--- config.mk ---
export PLATFORM = sky130hd
export DESIGN_NAME = rfca_top
export DESIGN_NICKNAME = d
export VERILOG_FILES = /design/src/hdl/rfca_pkg.sv /design/src/hdl/rfca_fields_if.sv /design/src/hdl/rfca_lane.sv /design/src/hdl/rfca_top.sv
export SDC_FILE = /design/constraint.sdc
export NUM_CORES = 1
export LEC_CHECK = 0
export ABC_AREA = 0
export BUFFER_PORTS_ARGS = -buffer_cell sky130_fd_sc_hd__buf_2
export CAP_MARGIN = 20
export CORE_UTILIZATION = 35
export DETAILED_ROUTE_END_ITERATION = 8
export HOLD_SLACK_MARGIN = 0.15
export PLACE_DENSITY = 0.66
export SLEW_MARGIN = 0
export SYNTH_ARGS = -nofsm -noshare
export SYNTH_HDL_FRONTEND = slang
export SYNTH_HIERARCHICAL = 1
export SYNTH_SLANG_ARGS = --single-unit
--- constraint.sdc ---
create_clock -name clk -period 2.25 [get_ports clk]
set_input_delay 0.45 -clock clk [delete_from_list [all_inputs] [get_ports clk]]
set_output_delay 0.45 -clock clk [all_outputs]
set_load 0.1 [all_outputs]
--- src/hdl/rfca_pkg.sv ---
// Purpose: constants for the receive credit advertisement block
// Assumes: each channel credit vector is 56 bits wide
// Notes:   field positions and sizes are fixed by the credit vector layout

package rfca_pkg;

  // ---------------------------------------------------------------
  // credit vector layout
  // ---------------------------------------------------------------
  localparam int VEC_W   = 56;
  localparam int PH_LO   = 0;
  localparam int PH_HI   = 7;
  localparam int PD_LO   = 8;
  localparam int PD_HI   = 19;
  localparam int NPH_LO  = 20;
  localparam int NPH_HI  = 27;
  localparam int NPD_LO  = 28;
  localparam int NPD_HI  = 35;
  localparam int CPLH_LO = 36;
  localparam int CPLH_HI = 43;
  localparam int CPLD_LO = 44;
  localparam int CPLD_HI = 55;

  localparam int HDR_W   = 8;
  localparam int DAT_W   = 12;
  localparam int MAX_VC  = 4;
  localparam int IDX_W   = 2;

  // ---------------------------------------------------------------
  // advertised values
  // ---------------------------------------------------------------
  // a zero field on the wire means an unlimited credit
  localparam logic [HDR_W-1:0] HDR_INFINITE = 8'h00;
  localparam logic [DAT_W-1:0] DAT_INFINITE = 12'h000;
  localparam logic [IDX_W-1:0] IDX_FIRST    = 2'h0;
  localparam logic [IDX_W-1:0] IDX_STEP     = 2'h1;

  // ---------------------------------------------------------------
  // initialisation sequencer states
  // ---------------------------------------------------------------
  typedef enum logic [2:0] {
    S_IDLE = 3'h1,
    S_SEND = 3'h2,
    S_DONE = 3'h4
  } rfca_state_t;

endpackage

--- src/hdl/rfca_fields_if.sv ---
// Purpose: carries one channel's credit vector and its decoded fields
// Assumes: one instance per virtual channel
// Notes:   the lane modport decodes, the user modport consumes

`timescale 1ns/1ns

interface rfca_fields_if;
  logic [rfca_pkg::VEC_W-1:0] vec;
  logic [rfca_pkg::HDR_W-1:0] ph;
  logic [rfca_pkg::DAT_W-1:0] pd;
  logic [rfca_pkg::HDR_W-1:0] nph;
  logic [rfca_pkg::HDR_W-1:0] npd;
  logic [rfca_pkg::HDR_W-1:0] cplh;
  logic [rfca_pkg::DAT_W-1:0] cpld;
  logic                       fault;

  modport lane (input vec, output ph, pd, nph, npd, cplh, cpld, fault);
  modport user (output vec, input ph, pd, nph, npd, cplh, cpld, fault);
endinterface

--- src/hdl/rfca_lane.sv ---
// Purpose: decodes one channel credit vector into advertised fields
// Assumes: vector is static configuration, sampled synchronously upstream
// Notes:   fields that must be zero are forced; a nonzero input is flagged

`timescale 1ns/1ns

module rfca_lane (
  rfca_fields_if.lane f
);

  // ---------------------------------------------------------------
  // configured fields
  // ---------------------------------------------------------------
  assign f.ph  = f.vec[rfca_pkg::PH_HI:rfca_pkg::PH_LO];
  assign f.pd  = f.vec[rfca_pkg::PD_HI:rfca_pkg::PD_LO];
  assign f.nph = f.vec[rfca_pkg::NPH_HI:rfca_pkg::NPH_LO];

  // ---------------------------------------------------------------
  // fields held at zero
  // ---------------------------------------------------------------
  // forcing beats trusting the vector: a bad value never reaches the wire
  assign f.npd  = rfca_pkg::HDR_INFINITE;
  assign f.cplh = rfca_pkg::HDR_INFINITE;
  assign f.cpld = rfca_pkg::DAT_INFINITE;

  // flag any forced field that arrived nonzero
  assign f.fault = (|f.vec[rfca_pkg::NPD_HI:rfca_pkg::NPD_LO])
                 | (|f.vec[rfca_pkg::CPLH_HI:rfca_pkg::CPLH_LO])
                 | (|f.vec[rfca_pkg::CPLD_HI:rfca_pkg::CPLD_LO]);

endmodule

--- src/hdl/rfca_top.sv ---
// Purpose: advertises receive flow-control credits for up to four channels
// Assumes: credit vectors are static, synchronous to clk
// Notes:   one advertisement per channel, one channel per cycle, after fc_init_start
//
// Notes on behaviour
// posted-header credit comes from vector bits 7:0 of each channel.
// posted-data credit comes from the twelve-bit field at bits 19:8.
// non-posted-header credit comes from vector bits 27:20.
// channel zero non-posted data is zero; buffer always holds one doubleword.
// only channel zero carries config or I/O writes; others advertise zero.
// completion-header field is held at zero, meaning unlimited, on every channel.
// completion-data field is held at zero so completion data is infinite.
// zero completion fields advertise infinite; completions are never blocked.

`timescale 1ns/1ns

module rfca_top #(
  parameter int NUM_VC = rfca_pkg::MAX_VC
) (
  input  wire logic                         clk,
  input  wire logic                         rst_b,
  input  wire logic [rfca_pkg::VEC_W-1:0]   channel_zero_credit_vector,
  input  wire logic [rfca_pkg::VEC_W-1:0]   channel_one_credit_vector,
  input  wire logic [rfca_pkg::VEC_W-1:0]   channel_two_credit_vector,
  input  wire logic [rfca_pkg::VEC_W-1:0]   channel_three_credit_vector,
  input  wire logic                         fc_init_start,
  output logic                              adv_valid,
  output logic [rfca_pkg::IDX_W-1:0]        adv_channel,
  output logic [rfca_pkg::HDR_W-1:0]        adv_ph,
  output logic [rfca_pkg::DAT_W-1:0]        adv_pd,
  output logic [rfca_pkg::HDR_W-1:0]        adv_nph,
  output logic [rfca_pkg::HDR_W-1:0]        adv_npd,
  output logic [rfca_pkg::HDR_W-1:0]        adv_cplh,
  output logic [rfca_pkg::DAT_W-1:0]        adv_cpld,
  output logic                              adv_cpl_infinite,
  output logic                              fc_init_done,
  output logic                              cfg_fault,
  output logic                              rx_cpl_ready
);

  // ---------------------------------------------------------------
  // elaboration checks
  // ---------------------------------------------------------------
  if (NUM_VC < 1 || NUM_VC > rfca_pkg::MAX_VC) begin : g_bad_vc
    $error("NUM_VC must lie between 1 and 4");
  end

  localparam logic [rfca_pkg::IDX_W-1:0] LAST_IDX = rfca_pkg::IDX_W'(NUM_VC - 1);

  // ---------------------------------------------------------------
  // per-channel decode
  // ---------------------------------------------------------------
  logic [rfca_pkg::VEC_W-1:0] vec_all  [rfca_pkg::MAX_VC];
  logic [rfca_pkg::HDR_W-1:0] ph_arr   [rfca_pkg::MAX_VC];
  logic [rfca_pkg::DAT_W-1:0] pd_arr   [rfca_pkg::MAX_VC];
  logic [rfca_pkg::HDR_W-1:0] nph_arr  [rfca_pkg::MAX_VC];
  logic [rfca_pkg::HDR_W-1:0] npd_arr  [rfca_pkg::MAX_VC];
  logic [rfca_pkg::HDR_W-1:0] cplh_arr [rfca_pkg::MAX_VC];
  logic [rfca_pkg::DAT_W-1:0] cpld_arr [rfca_pkg::MAX_VC];
  logic [rfca_pkg::MAX_VC-1:0] fault_vec;

  assign vec_all[0] = channel_zero_credit_vector;
  assign vec_all[1] = channel_one_credit_vector;
  assign vec_all[2] = channel_two_credit_vector;
  assign vec_all[3] = channel_three_credit_vector;

  // one decoder per channel; unused channels still decode but are never sent
  for (genvar g = 0; g < rfca_pkg::MAX_VC; g++) begin : g_lane
    rfca_fields_if fif ();
    assign fif.vec   = vec_all[g];
    assign ph_arr[g]   = fif.ph;
    assign pd_arr[g]   = fif.pd;
    assign nph_arr[g]  = fif.nph;
    assign npd_arr[g]  = fif.npd;
    assign cplh_arr[g] = fif.cplh;
    assign cpld_arr[g] = fif.cpld;
    assign fault_vec[g] = (g < NUM_VC) ? fif.fault : 1'b0;
    rfca_lane u_lane (
      .f (fif.lane)
    );
  end

  // ---------------------------------------------------------------
  // initialisation sequencer and advertisement registers
  // ---------------------------------------------------------------
  rfca_pkg::rfca_state_t      state;
  rfca_pkg::rfca_state_t      next_state;
  logic [rfca_pkg::IDX_W-1:0] idx;
  logic [rfca_pkg::IDX_W-1:0] next_idx;
  logic                       next_adv_valid;
  logic [rfca_pkg::IDX_W-1:0] next_adv_channel;
  logic [rfca_pkg::HDR_W-1:0] next_adv_ph;
  logic [rfca_pkg::DAT_W-1:0] next_adv_pd;
  logic [rfca_pkg::HDR_W-1:0] next_adv_nph;
  logic [rfca_pkg::HDR_W-1:0] next_adv_npd;
  logic [rfca_pkg::HDR_W-1:0] next_adv_cplh;
  logic [rfca_pkg::DAT_W-1:0] next_adv_cpld;
  logic                       next_adv_cpl_infinite;
  logic                       next_fc_init_done;
  logic                       next_cfg_fault;
  logic                       next_rx_cpl_ready;

  // walk the channels once per start; a start while sending is ignored
  always_comb begin
    next_state = state;
    next_idx   = idx;
    case (state)
      rfca_pkg::S_IDLE, rfca_pkg::S_DONE: begin
        if (fc_init_start) begin
          next_state = rfca_pkg::S_SEND;
          next_idx   = rfca_pkg::IDX_FIRST;
        end
      end
      rfca_pkg::S_SEND: begin
        if (idx == LAST_IDX) begin
          next_state = rfca_pkg::S_DONE;
        end else begin
          next_idx = idx + rfca_pkg::IDX_STEP;
        end
      end
      default: begin
        next_state = rfca_pkg::S_IDLE;
        next_idx   = rfca_pkg::IDX_FIRST;
      end
    endcase
    next_adv_valid        = (state == rfca_pkg::S_SEND);
    next_adv_channel      = idx;
    next_adv_ph           = ph_arr[idx];
    next_adv_pd           = pd_arr[idx];
    next_adv_nph          = nph_arr[idx];
    next_adv_npd          = npd_arr[idx];
    next_adv_cplh         = cplh_arr[idx];
    next_adv_cpld         = cpld_arr[idx];
    // zero completion fields go out flagged as unlimited
    next_adv_cpl_infinite = (cplh_arr[idx] == rfca_pkg::HDR_INFINITE)
                          && (cpld_arr[idx] == rfca_pkg::DAT_INFINITE);
    next_fc_init_done     = (next_state == rfca_pkg::S_DONE);
    next_cfg_fault        = |fault_vec;
    // completions always have room, so the sink never stalls them
    next_rx_cpl_ready     = 1'b1;
  end

  always_ff @(posedge clk or negedge rst_b) begin
    if (!rst_b) begin
      state            <= rfca_pkg::S_IDLE;
      idx              <= rfca_pkg::IDX_FIRST;
      adv_valid        <= 1'b0;
      adv_channel      <= rfca_pkg::IDX_FIRST;
      adv_ph           <= rfca_pkg::HDR_INFINITE;
      adv_pd           <= rfca_pkg::DAT_INFINITE;
      adv_nph          <= rfca_pkg::HDR_INFINITE;
      adv_npd          <= rfca_pkg::HDR_INFINITE;
      adv_cplh         <= rfca_pkg::HDR_INFINITE;
      adv_cpld         <= rfca_pkg::DAT_INFINITE;
      adv_cpl_infinite <= 1'b0;
      fc_init_done     <= 1'b0;
      cfg_fault        <= 1'b0;
      rx_cpl_ready     <= 1'b1;
    end else begin
      state            <= next_state;
      idx              <= next_idx;
      adv_valid        <= next_adv_valid;
      adv_channel      <= next_adv_channel;
      adv_ph           <= next_adv_ph;
      adv_pd           <= next_adv_pd;
      adv_nph          <= next_adv_nph;
      adv_npd          <= next_adv_npd;
      adv_cplh         <= next_adv_cplh;
      adv_cpld         <= next_adv_cpld;
      adv_cpl_infinite <= next_adv_cpl_infinite;
      fc_init_done     <= next_fc_init_done;
      cfg_fault        <= next_cfg_fault;
      rx_cpl_ready     <= next_rx_cpl_ready;
    end
  end

  // ---------------------------------------------------------------
  // assertions
  // ---------------------------------------------------------------
  a_ph_from_vec: assert property (
    @(posedge clk) disable iff (!rst_b)
    (state == rfca_pkg::S_SEND) |=> adv_valid && (adv_channel == $past(idx))
      && (adv_ph == $past(vec_all[idx][rfca_pkg::PH_HI:rfca_pkg::PH_LO])))
    else $error("posted header credit does not match its vector field");

  a_pd_from_vec: assert property (
    @(posedge clk) disable iff (!rst_b)
    (state == rfca_pkg::S_SEND)
      |=> (adv_pd == $past(vec_all[idx][rfca_pkg::PD_HI:rfca_pkg::PD_LO])))
    else $error("posted data credit does not match its vector field");

  a_nph_from_vec: assert property (
    @(posedge clk) disable iff (!rst_b)
    (state == rfca_pkg::S_SEND)
      |=> (adv_nph == $past(vec_all[idx][rfca_pkg::NPH_HI:rfca_pkg::NPH_LO])))
    else $error("non-posted header credit does not match its vector field");

  a_npd_zero_ch0: assert property (
    @(posedge clk) disable iff (!rst_b)
    (adv_valid && adv_channel == rfca_pkg::IDX_FIRST) |-> (adv_npd == rfca_pkg::HDR_INFINITE))
    else $error("channel zero non-posted data credit is not zero");

  a_npd_fault_hi: assert property (
    @(posedge clk) disable iff (!rst_b)
    (NUM_VC > 1 && |vec_all[1][rfca_pkg::NPD_HI:rfca_pkg::NPD_LO])
      |=> cfg_fault ##0 (!adv_valid || adv_npd == rfca_pkg::HDR_INFINITE))
    else $error("nonzero non-posted data on upper channel not flagged or leaked");

  a_cplh_zero: assert property (
    @(posedge clk) disable iff (!rst_b)
    adv_valid |-> (adv_cplh == rfca_pkg::HDR_INFINITE))
    else $error("completion header credit is not zero");

  a_cpld_zero: assert property (
    @(posedge clk) disable iff (!rst_b)
    adv_valid |-> (adv_cpld == rfca_pkg::DAT_INFINITE) && adv_cpl_infinite)
    else $error("completion data credit is not advertised infinite");

  a_cpl_unblocked: assert property (
    @(posedge clk) disable iff (!rst_b)
    (state == rfca_pkg::S_IDLE && fc_init_start)
      |=> rx_cpl_ready throughout (##1 adv_valid [*4] ##1 fc_init_done))
    else $error("init sequence wrong or completions blocked");

endmodule

==> results.txt <==
H-tree depth: 3
Crit path arrival time: 1140 ps
Die area: 0.0153 mm^2
Sequential element share of the synthesized area: 32.3%
Core Area: 0.0145 mm^2
Cells after synthesis: 439
Post_cts resized: 0
Initial antenna violation count: 1
Cell Area, Placed: 0.00559 mm^2
CP required: 1800 ps
CTS buffer count: 9
Fmax: 0.628 GHz
Synthesized area: 0.00520 mm^2
Port buffer count: 288
CTS tree: yes
Worst-path maximum fanout: 1
Worst setup EP type: output pin
Maximum VDD drop: 0.468 mV
CTS max path bufs: 2
Utilization after layout: 40.5%
Clock transition at the registers of the reported paths: 50 ps
Crit path buffers/inverters: 1
Crit path max-delay family: buffers and inverters
Final critical-path required period: 1590 ps
Horiz. Die Dim: 124 um
Capturing point of the worst reg2reg path: adv_nph[2]
Tcrit/Tclk final: 70.8%
Via-to-Cell Ratio: 4.22
RSZ-0062 raised after global routing: no
Pwr dens: 1260 mW/mm^2
Cell variety after synth: 30
Share of cells above drive strength 1: 60.0%
Hold WC Path Type: in -> reg
Drt initial violations: 103
YS warnings: 6
Via Count: 3405
Hold Path Cell Cnt: 3
Max cap viols: 0
Final ANT Viol Nets: 0
Avg Inst Size Synth: 11.8 um^2
Final HPWL DP: 9370 um
Worst Setup Start Kind: flop
FF-to-FF path depth: 2
Largest net degree at the start of global routing: 39
Slew @ Worst Pin: 554 ps
Root buf cell: clkbuf_16
Status: finished clean
Setup_tns: 0 ps
DR pass1 iterations: 4
Total clock sinks: 67
# IOs: 290
Reg-to-reg startpoint: idx[0]
Synth Register Bits: 67
Number of global-route vias before repair: 3133
Number of placement rows: 44
Fin Clk Skew: 3.76 ps
Grt total ovfl: 0
DRC: 0
GPL Wtd Cong: 0.846
Critical-path top delay cell: buf_2
Area growth from synthesis to layout: 13.3%
Routed wire length: 11200 um
Placed cells: 790
Initial core utilization: 35.8%
CP max stage delay: 440 ps
First-pass GRT wire length: 15600 um
Crit path cell chain: buf_2
Final Hold Vio Count: 0
Worst-Skew Late Latency: 330 ps
Reg2reg setup slack: 700 ps
Max_slew headroom: 63.3%
Max-slew violations: 0
DIE HEIGHT: 124 um
Non-filler instance count after layout: 807
Critical path class: reg -> out
Setup violations, final: 0
Nets: 846
WL/cell: 13.9 um
Gr usage total: 14.2%
LEAKAGE: 2.92 nW
Finished layout cell area: 0.00589 mm^2
Hold Path Origin: fc_init_start
Hold EP: state[1]
-- layout by cell type, fill, tap and decap left out, types with 2 or more instances in the layout --
cell type / synthesis / final
and4_1: 4 / 4
nand2b_1: 2 / 2
a21oi_1: 3 / 3
nor4_1: 32 / 32
conb_1: 5 / 113
clkinv_2: 0 / 3
clkbuf_16: 0 / 9
mux4_2: 55 / 55
nand4_1: 4 / 4
buf_2: 6 / 288
dfrtp_1: 66 / 64
buf_4: 227 / 10
inv_1: 2 / 2
nand2_1: 3 / 3
nor2_1: 8 / 8
xor2_1: 2 / 2
-- cell type report --
type / count / area, um^2
fillers: 1455 / 8640
multi-input cells: 238 / 2130
flip-flops and latches: 67 / 1680
repair buffers: 300 / 1550
clock buffers: 10 / 239
well taps: 184 / 230
clock inverters: 5 / 53.8
inverters: 2 / 7.51
diodes: 1 / 2.50
-- flip-flops by register name, summed over array words and instances, names as in the netlist --
register,cells
adv_ph,8
adv_cpl_infinite,1
adv_valid,1
adv_cpld,12
state,3
adv_npd,8
adv_cplh,8
fc_init_done,1
idx,2
adv_channel,2
adv_nph,8
adv_pd,12
cfg_fault,1
-- per-stage QoR --
step / total power [W] / hold WS [ps] / worst slack, ps
floorplan: 0.00561 / 154 / 628
global placement: 0.00604 / 492 / 388
detailed placement: 0.00606 / 499 / 382
CTS: 0.00749 / 378 / 633
global route: 0.00776 / 410 / 599
finish: 0.00742 / 396 / 656
-- synthesized netlist by cell type --
master    instances  area [um^2]
nand2b_1          2         12.5
buf_4           227         1700
o32ai_1           1         8.76
a32o_1            1         10.0
o22ai_1           1         6.26
o21a_1            1         7.51
nand3b_1          1         7.51
buf_2             6         30.0
nand3_1           1         5.00
nor4_2            1         12.5
dfrtp_1          66         1650
buf_12            1         20.0
ha_1              1         12.5
inv_1             2         7.51
nor4_1           32          200
a31oi_1           1         6.26
dfstp_2           1         26.3
conb_1            5         18.8
clkbuf_1          4         15.0
nand4_1           4         25.0
nor2_1            8         30.0
and4_1            4         35.0
or4_1             1         7.51
mux4_1            1         26.3
a22o_1            1         8.76
mux4_2           55         1240
buf_6             2         22.5
xor2_1            2         17.5
a21oi_1           3         15.0
nand2_1           3         11.3
-- power breakdown --
group / leakage, nW / internal [W] / switching [W]
logic: 1.98 / 0.00108 / 0.00320
clock network: 0.148 / 0.000877 / 0.000514
registers: 0.791 / 0.00157 / 0.000184
total: 2.92 / 0.00353 / 0.00389
-- layer usage --
layer / up-vias / wire [um] / track usage (%)
met5: - / 0 / 0
met4: 0 / 277 / 6.40
met3: 13 / 850 / 4.53
met2: 159 / 6040 / 24.7
met1: 1636 / 4020 / 15.8
li1: 1597 / - / -
-- cells by family after synthesis --
family	Yosys count	share of synthesized area (%)
compound gates	9	1.20
xor+xnor	2	0.337
fa+ha+maj	1	0.241
buf+inv	242	34.6
flops	67	32.3
mux	56	24.3
other cells	5	0.361
simple gates	57	6.66
-- worst max-delay path by stage --
stage                             startpoint         to  slack (ps)  cells past startpoint
2_1_floorplan                         idx[0]     idx[0]         630                      8
3_3_place_gp   channel_one_credit_vector[33]  cfg_fault         390                      6
3_5_place_dp   channel_one_credit_vector[33]  cfg_fault         380                      6
4_1_cts                            adv_pd[0]  adv_pd[0]         630                      1
5_1_grt                               idx[0]     idx[0]         600                      5
6_report                           adv_pd[0]  adv_pd[0]         660                      1
-- worst reg2reg max path, delay by kind of cell, from the launching register on --
family	cells	cell delay, ps
buffers and inverters	1	250
DFF	1	610
muxes	1	550
-- what timing repair did --
item	in CTS	in global routing
endpoints found under the hold margin	20	0
setup buffers	0	0
hold buffers	1	0
Power figures use the tool's default switching activity.
